### config.mk
export PLATFORM = sky130hd
export DESIGN_NAME = power_switch_monitor_regs
export DESIGN_NICKNAME = d
export VERILOG_FILES = /design/src/result_store.v /design/src/fault_latch.v /design/src/power_switch_monitor_regs.v
export VERILOG_INCLUDE_DIRS = /design/src
export SDC_FILE = /design/constraint.sdc
export NUM_CORES = 1
export LEC_CHECK = 0
export ABC_AREA = 1
export BUFFER_PORTS_ARGS = -buffer_cell sky130_fd_sc_hd__buf_4
export CAP_MARGIN = 20
export CORE_ASPECT_RATIO = 2
export CORE_MARGIN = 2
export CORE_UTILIZATION = 51
export CTS_CLUSTER_SIZE = 28
export DETAILED_ROUTE_END_ITERATION = 10
export PLACE_DENSITY = 0.71
export RECOVER_POWER = 50
export SYNTH_ARGS = -nofsm -noshare
export SYNTH_HDL_FRONTEND = slang
export SYNTH_SLANG_ARGS = --single-unit
### constraint.sdc
create_clock -name clk_sys_in -period 1.5 [get_ports clk_sys_in]
set_input_delay 0.3 -clock clk_sys_in [delete_from_list [all_inputs] [get_ports clk_sys_in]]
set_output_delay 0.3 -clock clk_sys_in [all_outputs]
set_load 0.03 [all_outputs]
### src/psm_defs.vh
// Purpose: offsets, field positions and reset values of the monitor register bank
// Assumes: 3-bit register index from the serial engine
// Notes: definitions only
`ifndef PSM_DEFS_VH
`define PSM_DEFS_VH
`define ADDR_W 3
`define OFF_ALERT_EN 3'h1
`define OFF_LIVE 3'h2
`define OFF_FAULT 3'h3
`define OFF_SENSE 3'h4
`define OFF_SOURCE 3'h5
`define OFF_AUX 3'h6
`define BIT_GPIO_OUT 6
`define BIT_SHORT 5
`define BIT_EN_CHG 4
`define BIT_PBAD 3
`define BIT_OC 2
`define BIT_UNDERVOLT 1
`define BIT_OVERVOLT 0
`define BIT_FET_ON 7
`define BIT_GPIO_IN 6
`define ALERT_EN_RST 8'h00
`define FAULT_RST 8'h00
`define RESULT_RST 8'h00
`define ALERT_WMASK 8'h7F
`define FAULT_WMASK 8'h3F
`endif

### src/result_store.v
// Purpose: three 8-bit converter result words, registered read
// Assumes: converter and host writes never fall in the same cycle
// Notes: converter write wins if they do
`timescale 1ns/100ps
module result_store #(
    parameter DW = 8
) (
    input wire clk_sys_in,
    input wire reset_n_in,
    input wire [1:0] wr_idx_in,
    input wire wr_en_in,
    input wire [DW-1:0] wr_data_in,
    input wire [1:0] rd_idx_in,
    output reg [DW-1:0] rd_data_out
);
reg [DW-1:0] mem_q [0:2];
integer i;
always @(posedge clk_sys_in)
begin
    if (!reset_n_in)
    begin
        for (i = 0; i < 3; i = i + 1)
            mem_q[i] <= {DW{1'b0}};
        rd_data_out <= {DW{1'b0}};
    end
    else
    begin
        if (wr_en_in && wr_idx_in != 2'h3)
            mem_q[wr_idx_in] <= wr_data_in;
        rd_data_out <= (rd_idx_in == 2'h3) ? {DW{1'b0}} : mem_q[rd_idx_in];
    end
end
endmodule

### src/fault_latch.v
// Purpose: sticky fault flags with write-zero clear
// Assumes: events are one-cycle or level requests
// Notes: a set in the clearing cycle wins
`timescale 1ns/100ps
module fault_latch #(
    parameter W = 6
) (
    input wire clk_sys_in,
    input wire reset_n_in,
    input wire [W-1:0] set_in,
    input wire wr_in,
    input wire [W-1:0] wr_data_in,
    output reg [W-1:0] flags_out,
    output wire [W-1:0] rise_out
);
reg [W-1:0] flags_d;
always @*
begin
    flags_d = flags_out;
    if (wr_in)
        flags_d = flags_out & wr_data_in;
    flags_d = flags_d | set_in;
end
assign rise_out = flags_d & ~flags_out;
always @(posedge clk_sys_in)
begin
    if (!reset_n_in)
        flags_out <= {W{1'b0}};
    else
        flags_out <= flags_d;
end
endmodule

### src/power_switch_monitor_regs.v
// Purpose: register bank of a board insertion power controller
// Assumes: serial engine gives index, write strobe, data; inputs synchronous
// Notes: alert is a level until no enabled fault flag remains set
// Function
// - gpio output bit drives pin when output
// - short alert enable, reset disabled
// - enable-pin change alert enable
// - power-bad alert enable
// - overcurrent alert enable
// - undervoltage and overvoltage alert enables
// - status bit seven shows transistor on
// - status bit six shows gpio level
// - live short bit: sense high, transistor off
// - status bit four is enable pin inverted
// - status bit three while power-good low
// - status bit two on cool-down overcurrent
// - status bit one while undervoltage low
// - status bit zero while overvoltage high
// - latch short fault bit five
// - latch enable-pin change fault bit four
// - latch power-bad fault bit three
// - latch overcurrent fault bit two
// - latch undervoltage and overvoltage faults
// - hold 8-bit sense result
// - hold 8-bit source result
// - hold 8-bit auxiliary result
`timescale 1ns/100ps
`include "psm_defs.vh"
module power_switch_monitor_regs #(
    parameter DW = 8
) (
    input wire clk_sys_in,
    input wire reset_n_in,
    input wire [2:0] reg_addr_in,
    input wire reg_wr_in,
    input wire [DW-1:0] reg_wdata_in,
    output reg [DW-1:0] reg_rdata_out,
    input wire fet_on_in,
    input wire gpio_pin_in,
    input wire gpio_is_output_in,
    output wire gpio_out,
    output wire gpio_oe_out,
    input wire sense_over_thresh_in,
    input wire enable_pin_in,
    input wire power_good_sense_input,
    input wire oc_cooldown_in,
    input wire oc_fault_in,
    input wire undervoltage_input,
    input wire overvoltage_input,
    input wire conv_wr_in,
    input wire [1:0] conv_sel_in,
    input wire [DW-1:0] conv_data_in,
    output reg alert_out
);
reg [7:0] alert_en_q;
reg enable_prev_q;
reg enable_seen_q;
reg [7:0] live_q;
wire [7:0] live_d;
wire [5:0] fault_set;
wire [5:0] fault_flags;
wire [5:0] fault_rise;
wire [DW-1:0] res_rdata;
wire host_res_wr;
wire [1:0] res_wr_idx;
wire [1:0] res_rd_idx;
reg [2:0] addr_q;
function [1:0] res_index;
    input [2:0] a;
    begin
        case (a)
            `OFF_SENSE: res_index = 2'h0;
            `OFF_SOURCE: res_index = 2'h1;
            `OFF_AUX: res_index = 2'h2;
            default: res_index = 2'h3;
        endcase
    end
endfunction
always @(posedge clk_sys_in)
begin
    if (!reset_n_in)
    begin
        alert_en_q <= `ALERT_EN_RST;
    end
    else if (reg_wr_in && reg_addr_in == `OFF_ALERT_EN)
    begin
        alert_en_q <= reg_wdata_in[7:0] & `ALERT_WMASK;
    end
end
assign gpio_out = alert_en_q[`BIT_GPIO_OUT];
assign gpio_oe_out = gpio_is_output_in;
assign live_d[`BIT_FET_ON] = fet_on_in;
assign live_d[`BIT_GPIO_IN] = gpio_pin_in;
assign live_d[`BIT_SHORT] = sense_over_thresh_in & ~fet_on_in;
assign live_d[`BIT_EN_CHG] = ~enable_pin_in;
assign live_d[`BIT_PBAD] = ~power_good_sense_input;
assign live_d[`BIT_OC] = oc_cooldown_in;
assign live_d[`BIT_UNDERVOLT] = ~undervoltage_input;
assign live_d[`BIT_OVERVOLT] = overvoltage_input;
// first sample after reset only primes the edge detector
always @(posedge clk_sys_in)
begin
    if (!reset_n_in)
    begin
        live_q <= 8'h00;
        enable_prev_q <= 1'b0;
        enable_seen_q <= 1'b0;
    end
    else
    begin
        live_q <= live_d;
        enable_prev_q <= enable_pin_in;
        enable_seen_q <= 1'b1;
    end
end
assign fault_set[`BIT_SHORT] = live_d[`BIT_SHORT];
assign fault_set[`BIT_EN_CHG] = enable_seen_q & (enable_pin_in ^ enable_prev_q);
assign fault_set[`BIT_PBAD] = live_d[`BIT_PBAD];
assign fault_set[`BIT_OC] = oc_fault_in;
assign fault_set[`BIT_UNDERVOLT] = live_d[`BIT_UNDERVOLT];
assign fault_set[`BIT_OVERVOLT] = live_d[`BIT_OVERVOLT];
fault_latch #(
    .W(6)
) u_fault (
    .clk_sys_in(clk_sys_in),
    .reset_n_in(reset_n_in),
    .set_in(fault_set),
    .wr_in(reg_wr_in && reg_addr_in == `OFF_FAULT),
    .wr_data_in(reg_wdata_in[5:0]),
    .flags_out(fault_flags),
    .rise_out(fault_rise)
);
// alert stays until no enabled fault flag is set; level conditions keep their flags set
always @(posedge clk_sys_in)
begin
    if (!reset_n_in)
        alert_out <= 1'b0;
    else if (|(fault_rise & alert_en_q[5:0]))
        alert_out <= 1'b1;
    else if (~|(fault_flags & alert_en_q[5:0]))
        alert_out <= 1'b0;
end
// converter results take priority over a host write in the same cycle
assign host_res_wr = reg_wr_in && res_index(reg_addr_in) != 2'h3;
assign res_wr_idx = conv_wr_in ? conv_sel_in : res_index(reg_addr_in);
assign res_rd_idx = res_index(reg_addr_in);
result_store #(
    .DW(DW)
) u_res (
    .clk_sys_in(clk_sys_in),
    .reset_n_in(reset_n_in),
    .wr_idx_in(res_wr_idx),
    .wr_en_in(conv_wr_in | host_res_wr),
    .wr_data_in(conv_wr_in ? conv_data_in : reg_wdata_in),
    .rd_idx_in(res_rd_idx),
    .rd_data_out(res_rdata)
);
always @(posedge clk_sys_in)
begin
    if (!reset_n_in)
        addr_q <= 3'h0;
    else
        addr_q <= reg_addr_in;
end
// read data valid one cycle after the address is presented
// clear first so the narrow registers zero-extend without empty replications
always @*
begin
    reg_rdata_out = {DW{1'b0}};
    case (addr_q)
        `OFF_ALERT_EN: reg_rdata_out[7:0] = alert_en_q;
        `OFF_LIVE: reg_rdata_out[7:0] = live_q;
        `OFF_FAULT: reg_rdata_out[5:0] = fault_flags;
        `OFF_SENSE: reg_rdata_out = res_rdata;
        `OFF_SOURCE: reg_rdata_out = res_rdata;
        `OFF_AUX: reg_rdata_out = res_rdata;
        default: reg_rdata_out = {DW{1'b0}};
    endcase
end
endmodule

==> flow_summary.json, run 1 <==
{
  "status": "finished with violations",
  "violations": "negative setup slack",
  "yosysSeqAreaShare_pct": 52.5,
  "dpl_cell_area_sq_um": 3720,
  "portBuffers": 43,
  "reg2reg_to": "alert_out$_SDFFE_PN0P_",
  "endpoint": "reg_rdata_out[4]",
  "grt_pass1_wl_microns": 12200,
  "drive_gt1_share_pct": 26.2,
  "power_density_nw_per_um2": 1220,
  "hold_class": "input port to register",
  "timing.critical_path.mode_cell": "nand2_2",
  "drc": 0,
  "ys.flop_type": "dfxtp_1",
  "p_leak_nw": 1.97,
  "cp.required_ns": 1.20,
  "crit_path_max_fanout": 8,
  "drv_slew": 0,
  "ant_nets": 0,
  "synthXorXnorAreaFrac_pct": 0,
  "die-area_sq_um": 6890,
  "antenna_found_initial": 0,
  "end_kind": "output port",
  "vias": 2649,
  "drt_iter0_markers": 159,
  "rsz0062_at_grt": "yes",
  "max_stage_delay_ns": 0.37,
  "final_nets": 492,
  "path_class": "register to output port",
  "timing.hold.ws_ns": 0.146,
  "worst_ir_drop_vdd_mv": 0.894,
  "fin_ws_ns": -0.152,
  "cts.sinks": 67,
  "synth-adder-area-share_pct": 0,
  "fp.coreArea_sq_um": 6010,
  "synth_top_area_share_pct": 30.3,
  "cts_hold_buffers": 0,
  "synth_area_leaders": "edfxtp_1, dfxtp_1, nand2_1",
  "startpoint_type": "register",
  "yosys.area_share.simple_pct": 26.9,
  "cts_tree": "done",
  "place_congestion": 0.923,
  "crit_start": "addr_q[1]$_SDFF_PN0_",
  "fin_worst_skew_ns": 0.00566,
  "fmax_ghz": 0.605,
  "yosys.cell_count.top_type": "nand2_1",
  "setup_viol": 8,
  "regArea_sq_um": 1670,
  "grt_max_degree": 17,
  "synth-compound-area-share_pct": 9.72,
  "r2r_slack_ns": 0.38,
  "area.growth.synth_to_final_pct": 30.9,
  "cts-htree-levels": 3,
  "routedWlPerCell_microns": 14.7,
  "worstMarginPinSlew_ns": 0.808,
  "ys_seq_elements": 67,
  "dieWidth_microns": 59.7,
  "fin_crit_sh_pct": 110,
  "stdcell_area_sq_um": 4150,
  "synth-edff-count": 32,
  "multiInputGateArea_sq_um": 1260,
  "max_cap_viol_count": 0,
  "slew_headroom_pct": 46.2,
  "slowest_stage": "dfxtp_2",
  "insertion_delay_ns": 0.33,
  "grt_usage_pct": 24.7,
  "start_util_pct": 52.7,
  "clk_pin_slew_ns": 0.05,
  "synthMuxAreaShare_pct": 0,
  "hpwl_microns": 5860,
  "ys_async_sr_fraction_pct": 0,
  "hold_viol_final": 0,
  "die_h_microns": 115,
  "synth_cells": 381,
  "place_ws_ns": -0.0404,
  "via_per_inst": 5.05,
  "synth_top_family_by_area": "simple AND/OR/NAND/NOR gates",
  "path_cells": "inv_4 > nor2_4 > nand2_2 > clkinv_4 > nand2_2 > o2111ai_1 > buf_4",
  "ios": 46,
  "min_period_ns": 1.65,
  "wirelength_microns": 7710,
  "root_buffer": "clkbuf_16",
  "syn_avg_cell_area_sq_um": 8.31,
  "critPathArrivalTime_ns": 1.35,
  "ys_top_cells_by_count": "nand2_1, inv_1, nor2_1, dfxtp_1, edfxtp_1",
  "grt_overflow_total": 0,
  "power_w": 0.00508,
  "yosysTopAreaCell": "edfxtp_1",
  "rows": 40,
  "netlist_area_sq_um": 3170,
  "cts_buffers": 9,
  "ys_types": 32,
  "fill_cells": 506,
  "yosysWarnings": 0,
  "reg2reg_from": "enable_prev_q$_SDFF_PN0_",
  "grt_pass1_vias": 2698,
  "n_antenna_cell": 0,
  "cts_buffer_depth": 2,
  "drt_pass1_iterations": 4,
  "r2r_cells": 5
}
[state kept, by name, summed over array words and instances, names as in the netlist]
register / flops
u_res.mem_q: 32
alert_out: 1
enable_seen_q: 1
u_fault.flags_out: 6
enable_prev_q: 1
addr_q: 3
alert_en_q: 7
u_res.rd_data_out: 8
live_q: 8
[cells in the final DEF (no fill, tap or decap), types with 3 or more instances in the layout]
cell type  instances
clkbuf_16          9
buf_4             44
o2111ai_2          3
inv_1             65
nand2_1           81
nand3_1           21
nand3_4            6
inv_4              4
conb_1             8
a21oi_1           16
o21ai_0           18
or2_0              4
or2_1              3
bufinv_16          3
clkbuf_1          11
nor2_2             5
nand2_2           10
nor2_1            44
edfxtp_1          32
or2_2              5
dfxtp_1           32
buf_6              7
[metrics by stage]
stage,utilization (%),cells,TNS [ns]
2_1_floorplan,-,388,0
3_3_place_gp,61.9,507,-0.217
3_5_place_dp,61.9,507,-0.882
4_1_cts,69.4,524,-1.04
5_1_grt,69.0,525,-2.02
6_report,69.0,525,-1.07
[routing by layer]
metal | vias to the layer above | track usage, % | wire (microns)
met3 | 19 | 5.25 | 259
met4 | 0 | 14.8 | 253
met1 | 1238 | 22.0 | 2620
li1 | 1339 | - | -
met2 | 53 | 47.2 | 4580
met5 | - | 0 | 0
[power by group]
part | total [W] | leakage, nW | internal (W) | switching [W]
Clock | 0.00239 | 0.167 | 0.00163 | 0.000760
Sequential | 0.00211 | 0.601 | 0.00205 | 0.0000573
Combinational | 0.000584 | 1.20 | 0.000234 | 0.000350
Total | 0.00508 | 1.97 | 0.00391 | 0.00117
[how the worst min path moves through the flow]
stage	from	to	cells after the start
final	undervoltage_input	live_q[1]$_SDFF_PN0_	2
after global routing	undervoltage_input	live_q[1]$_SDFF_PN0_	2
after CTS	reset_n_in	enable_seen_q$_DFF_P_	1
after detailed placement	alert_out$_SDFFE_PN0P_	alert_out$_SDFFE_PN0P_	2
after global placement	alert_out$_SDFFE_PN0P_	alert_out$_SDFFE_PN0P_	2
after floorplan	reset_n_in	enable_seen_q$_DFF_P_	0
[layout make-up]
| class | instances | area share (%) |
|---|---|---|
| clock buffers | 10 | 5.52 |
| multi-input cells | 240 | 30.4 |
| well taps | 63 | 1.90 |
| inverters | 73 | 7.00 |
| flip-flops and latches | 67 | 40.3 |
| repair buffers | 66 | 12.2 |
| clock inverters | 6 | 2.72 |
[cells by family after synthesis]
group	count (synthesis)
simple gates	185
compound gates	47
buf+inv	81
other cells	1
flops	67
[critical path: cells and delay by family, from the launching register on]
kind            cells  cell delay, ns
compound gates      1            0.07
buf+inv             3            0.34
flops               1            0.37
simple gates        3            0.23
[repair_timing]
action / in CTS / in global routing
setup buffers: 1 / 1
pin swaps: 2 / 1
setup endpoints to repair: 8 / 8
resized for setup: 33 / 9
No activity file was read; power rests on OpenSTA's default activity.
==> run 2: changes to the inputs <==
==> constraint.sdc (replaced) <==
create_clock -name clk_sys_in -period 1.5 [get_ports clk_sys_in]
set_input_delay 0.15 -clock clk_sys_in [delete_from_list [all_inputs] [get_ports clk_sys_in]]
set_output_delay 0.15 -clock clk_sys_in [all_outputs]
set_load 0.03 [all_outputs]
==> run 2 against run 1 <==
Compared with the run above: the flow still finishes with violations (negative setup slack); highest routed layer unchanged; critical endpoint is now reg_rdata_out[2]; sequential cell count unchanged; wire length decreased by 0.17%; die area unchanged; cell count decreased by 0.95%; clock skew decreased by 0.0018 ns; largest power group is now sequential cells; largest cell class unchanged.
==> flow_summary.json, run 2 (same netlist as run 1, synthesis figures left out) <==
{
  "drv_slew": 0,
  "cts.sinks": 67,
  "fin_worst_skew_ns": 0.00381,
  "start_util_pct": 52.7,
  "rsz0062_at_grt": "yes",
  "regArea_sq_um": 1670,
  "startpoint_type": "register",
  "cts_buffers": 9,
  "end_kind": "output port",
  "critPathArrivalTime_ns": 1.37,
  "worst_ir_drop_vdd_mv": 1.48,
  "drc": 0,
  "multiInputGateArea_sq_um": 1240,
  "final_util_pct": 67.0,
  "power_density_nw_per_um2": 1160,
  "p_leak_nw": 1.90,
  "layout_commonest_cell": "nand2_1",
  "timing.hold.ws_ns": 0.00531,
  "grt_max_degree": 17,
  "root_buffer": "clkbuf_16",
  "final_cell_mix": "nand2_1, inv_1, nor2_1",
  "largest_reg_flops": 32,
  "n_antenna_cell": 0,
  "max_cap_viol_count": 0,
  "stdcell_area_sq_um": 4020,
  "hold_viol_final": 0,
  "fp.coreArea_sq_um": 6010,
  "drt_pass1_iterations": 4,
  "wl_met3_microns": 282,
  "fmax_ghz": 0.659,
  "die_h_microns": 115,
  "status": "finished with violations",
  "cp.required_ns": 1.35,
  "combinationalPowerShare_pct": 12.1,
  "critPathTopFamily": "flip-flops",
  "fill_cells": 539,
  "insertion_delay_ns": 0.33,
  "slowest_stage": "dfxtp_2",
  "drt_iter0_markers": 179,
  "hold_class": "input port to register",
  "p_sw_w": 0.00114,
  "routedWlPerCell_microns": 14.8,
  "wl_met1_microns": 2770,
  "antenna_found_initial": 0,
  "grt_usage_pct": 24.2,
  "critical_path_buf_inv_count": 2,
  "path_cells": "buf_4 > nand3_2 > o2111ai_2 > buf_6",
  "reg_top3": "u_res.mem_q: 32 flops, live_q: 8 flops, u_res.rd_data_out: 8 flops",
  "drive_gt1_share_pct": 24.3,
  "vias": 2628,
  "fin_cells": 520,
  "clkPwrFrac_pct": 42.9,
  "portBuffers": 43,
  "p_int_w": 0.00354,
  "rows": 40,
  "place_congestion": 0.924,
  "wl_met2_microns": 4370,
  "violations": "negative setup slack",
  "cts_tree": "done",
  "min_period_ns": 1.52,
  "hpwl_microns": 5840,
  "cts-htree-levels": 3,
  "top_register": "u_res.mem_q",
  "cts_buffer_depth": 2,
  "slew_headroom_pct": 55.1,
  "die-area_sq_um": 6890,
  "sw_frac_of_total_pct": 24.4,
  "final_nets": 487,
  "setup_viol": 2,
  "fin_ws_ns": -0.0164,
  "fin_crit_sh_pct": 101,
  "crit_path_max_fanout": 3,
  "max_stage_delay_ns": 0.35,
  "ant_nets": 0,
  "grt_overflow_total": 0,
  "grt_pass1_vias": 2604,
  "worstMarginPinSlew_ns": 0.666,
  "wirelength_microns": 7700,
  "dp_cells": 499,
  "path_class": "register to output port",
  "tns_ns": -0.0280,
  "via_per_inst": 5.05,
  "share_seq_of_total_power_pct": 45.0,
  "clk_pin_slew_ns": 0.05,
  "grt_pass1_wl_microns": 12000,
  "ios": 46,
  "highest_layer": "met4",
  "dpl_cell_area_sq_um": 3640,
  "area.growth.synth_to_final_pct": 27.0,
  "dieWidth_microns": 59.7
}
run 2: metal layers:
layer  vias to the layer above  global-route usage [%]
met4                         0                    13.2
li1                       1327                       -
met5                         -                       0
met2                        65                    45.3
met1                      1215                    22.3
met3                        21                    6.25
run 2: repair_timing:
item | in CTS | in global routing
endpoints found under the hold margin | 4 | 0
hold buffers | 4 | 0
endpoints found under the setup margin | 8 | 8
pin swaps | 2 | 2
gates cloned | 0 | 0
gates resized for setup | 23 | 16
buffers inserted | 1 | 0
run 2: cell type report:
class	instances	area share [%]
Sequential cell	67	41.5
Multi-Input combinational cell	240	30.9
Timing Repair Buffer	61	11.5
Inverter	73	7.09
Clock buffer	10	5.69
Tap cell	63	1.96
Clock inverter	6	1.40
run 2: path summary, 6_finish.rpt:
check | start | endpoint | slack [ns] | cells after the start
worst max register to register | enable_prev_q$_SDFF_PN0_ | alert_out$_SDFFE_PN0P_ | 0.43 | 5
worst max-delay path | addr_q[1]$_SDFF_PN0_ | reg_rdata_out[2] | -0.02 | 4
worst min-delay path | oc_cooldown_in | live_q[2]$_SDFF_PN0_ | 0.005 | 3
worst min register to register | alert_out$_SDFFE_PN0P_ | alert_out$_SDFFE_PN0P_ | 0.49 | 2
run 2: worst reg2reg max path, cell delays in order, from the launching register on:
cell and delay (ns):
dfxtp_1 0.30, or2_2 0.30, nand3_1 0.13, nand2_1 0.06
nor2_1 0.08, a21oi_1 0.06
run 2: power groups by stage:
stage	registers [W]	clock network [W]	logic, W
3_5_place_dp	0.00214	0	0.000553
4_1_cts	0.00210	0.00203	0.000580
6_report	0.00210	0.00201	0.000566
2_1_floorplan	0.00212	0	0.000343
5_1_grt	0.00211	0.00211	0.000628
3_3_place_gp	0.00213	0	0.000543
run 2: per-stage QoR:
step	power [W]	setup slack (ns)
finish	0.00468	-0.0164
detailed placement	0.00269	-0.0119
global route	0.00485	-0.0572
CTS	0.00471	-0.00877
floorplan	0.00247	0.109
global placement	0.00267	0.0440
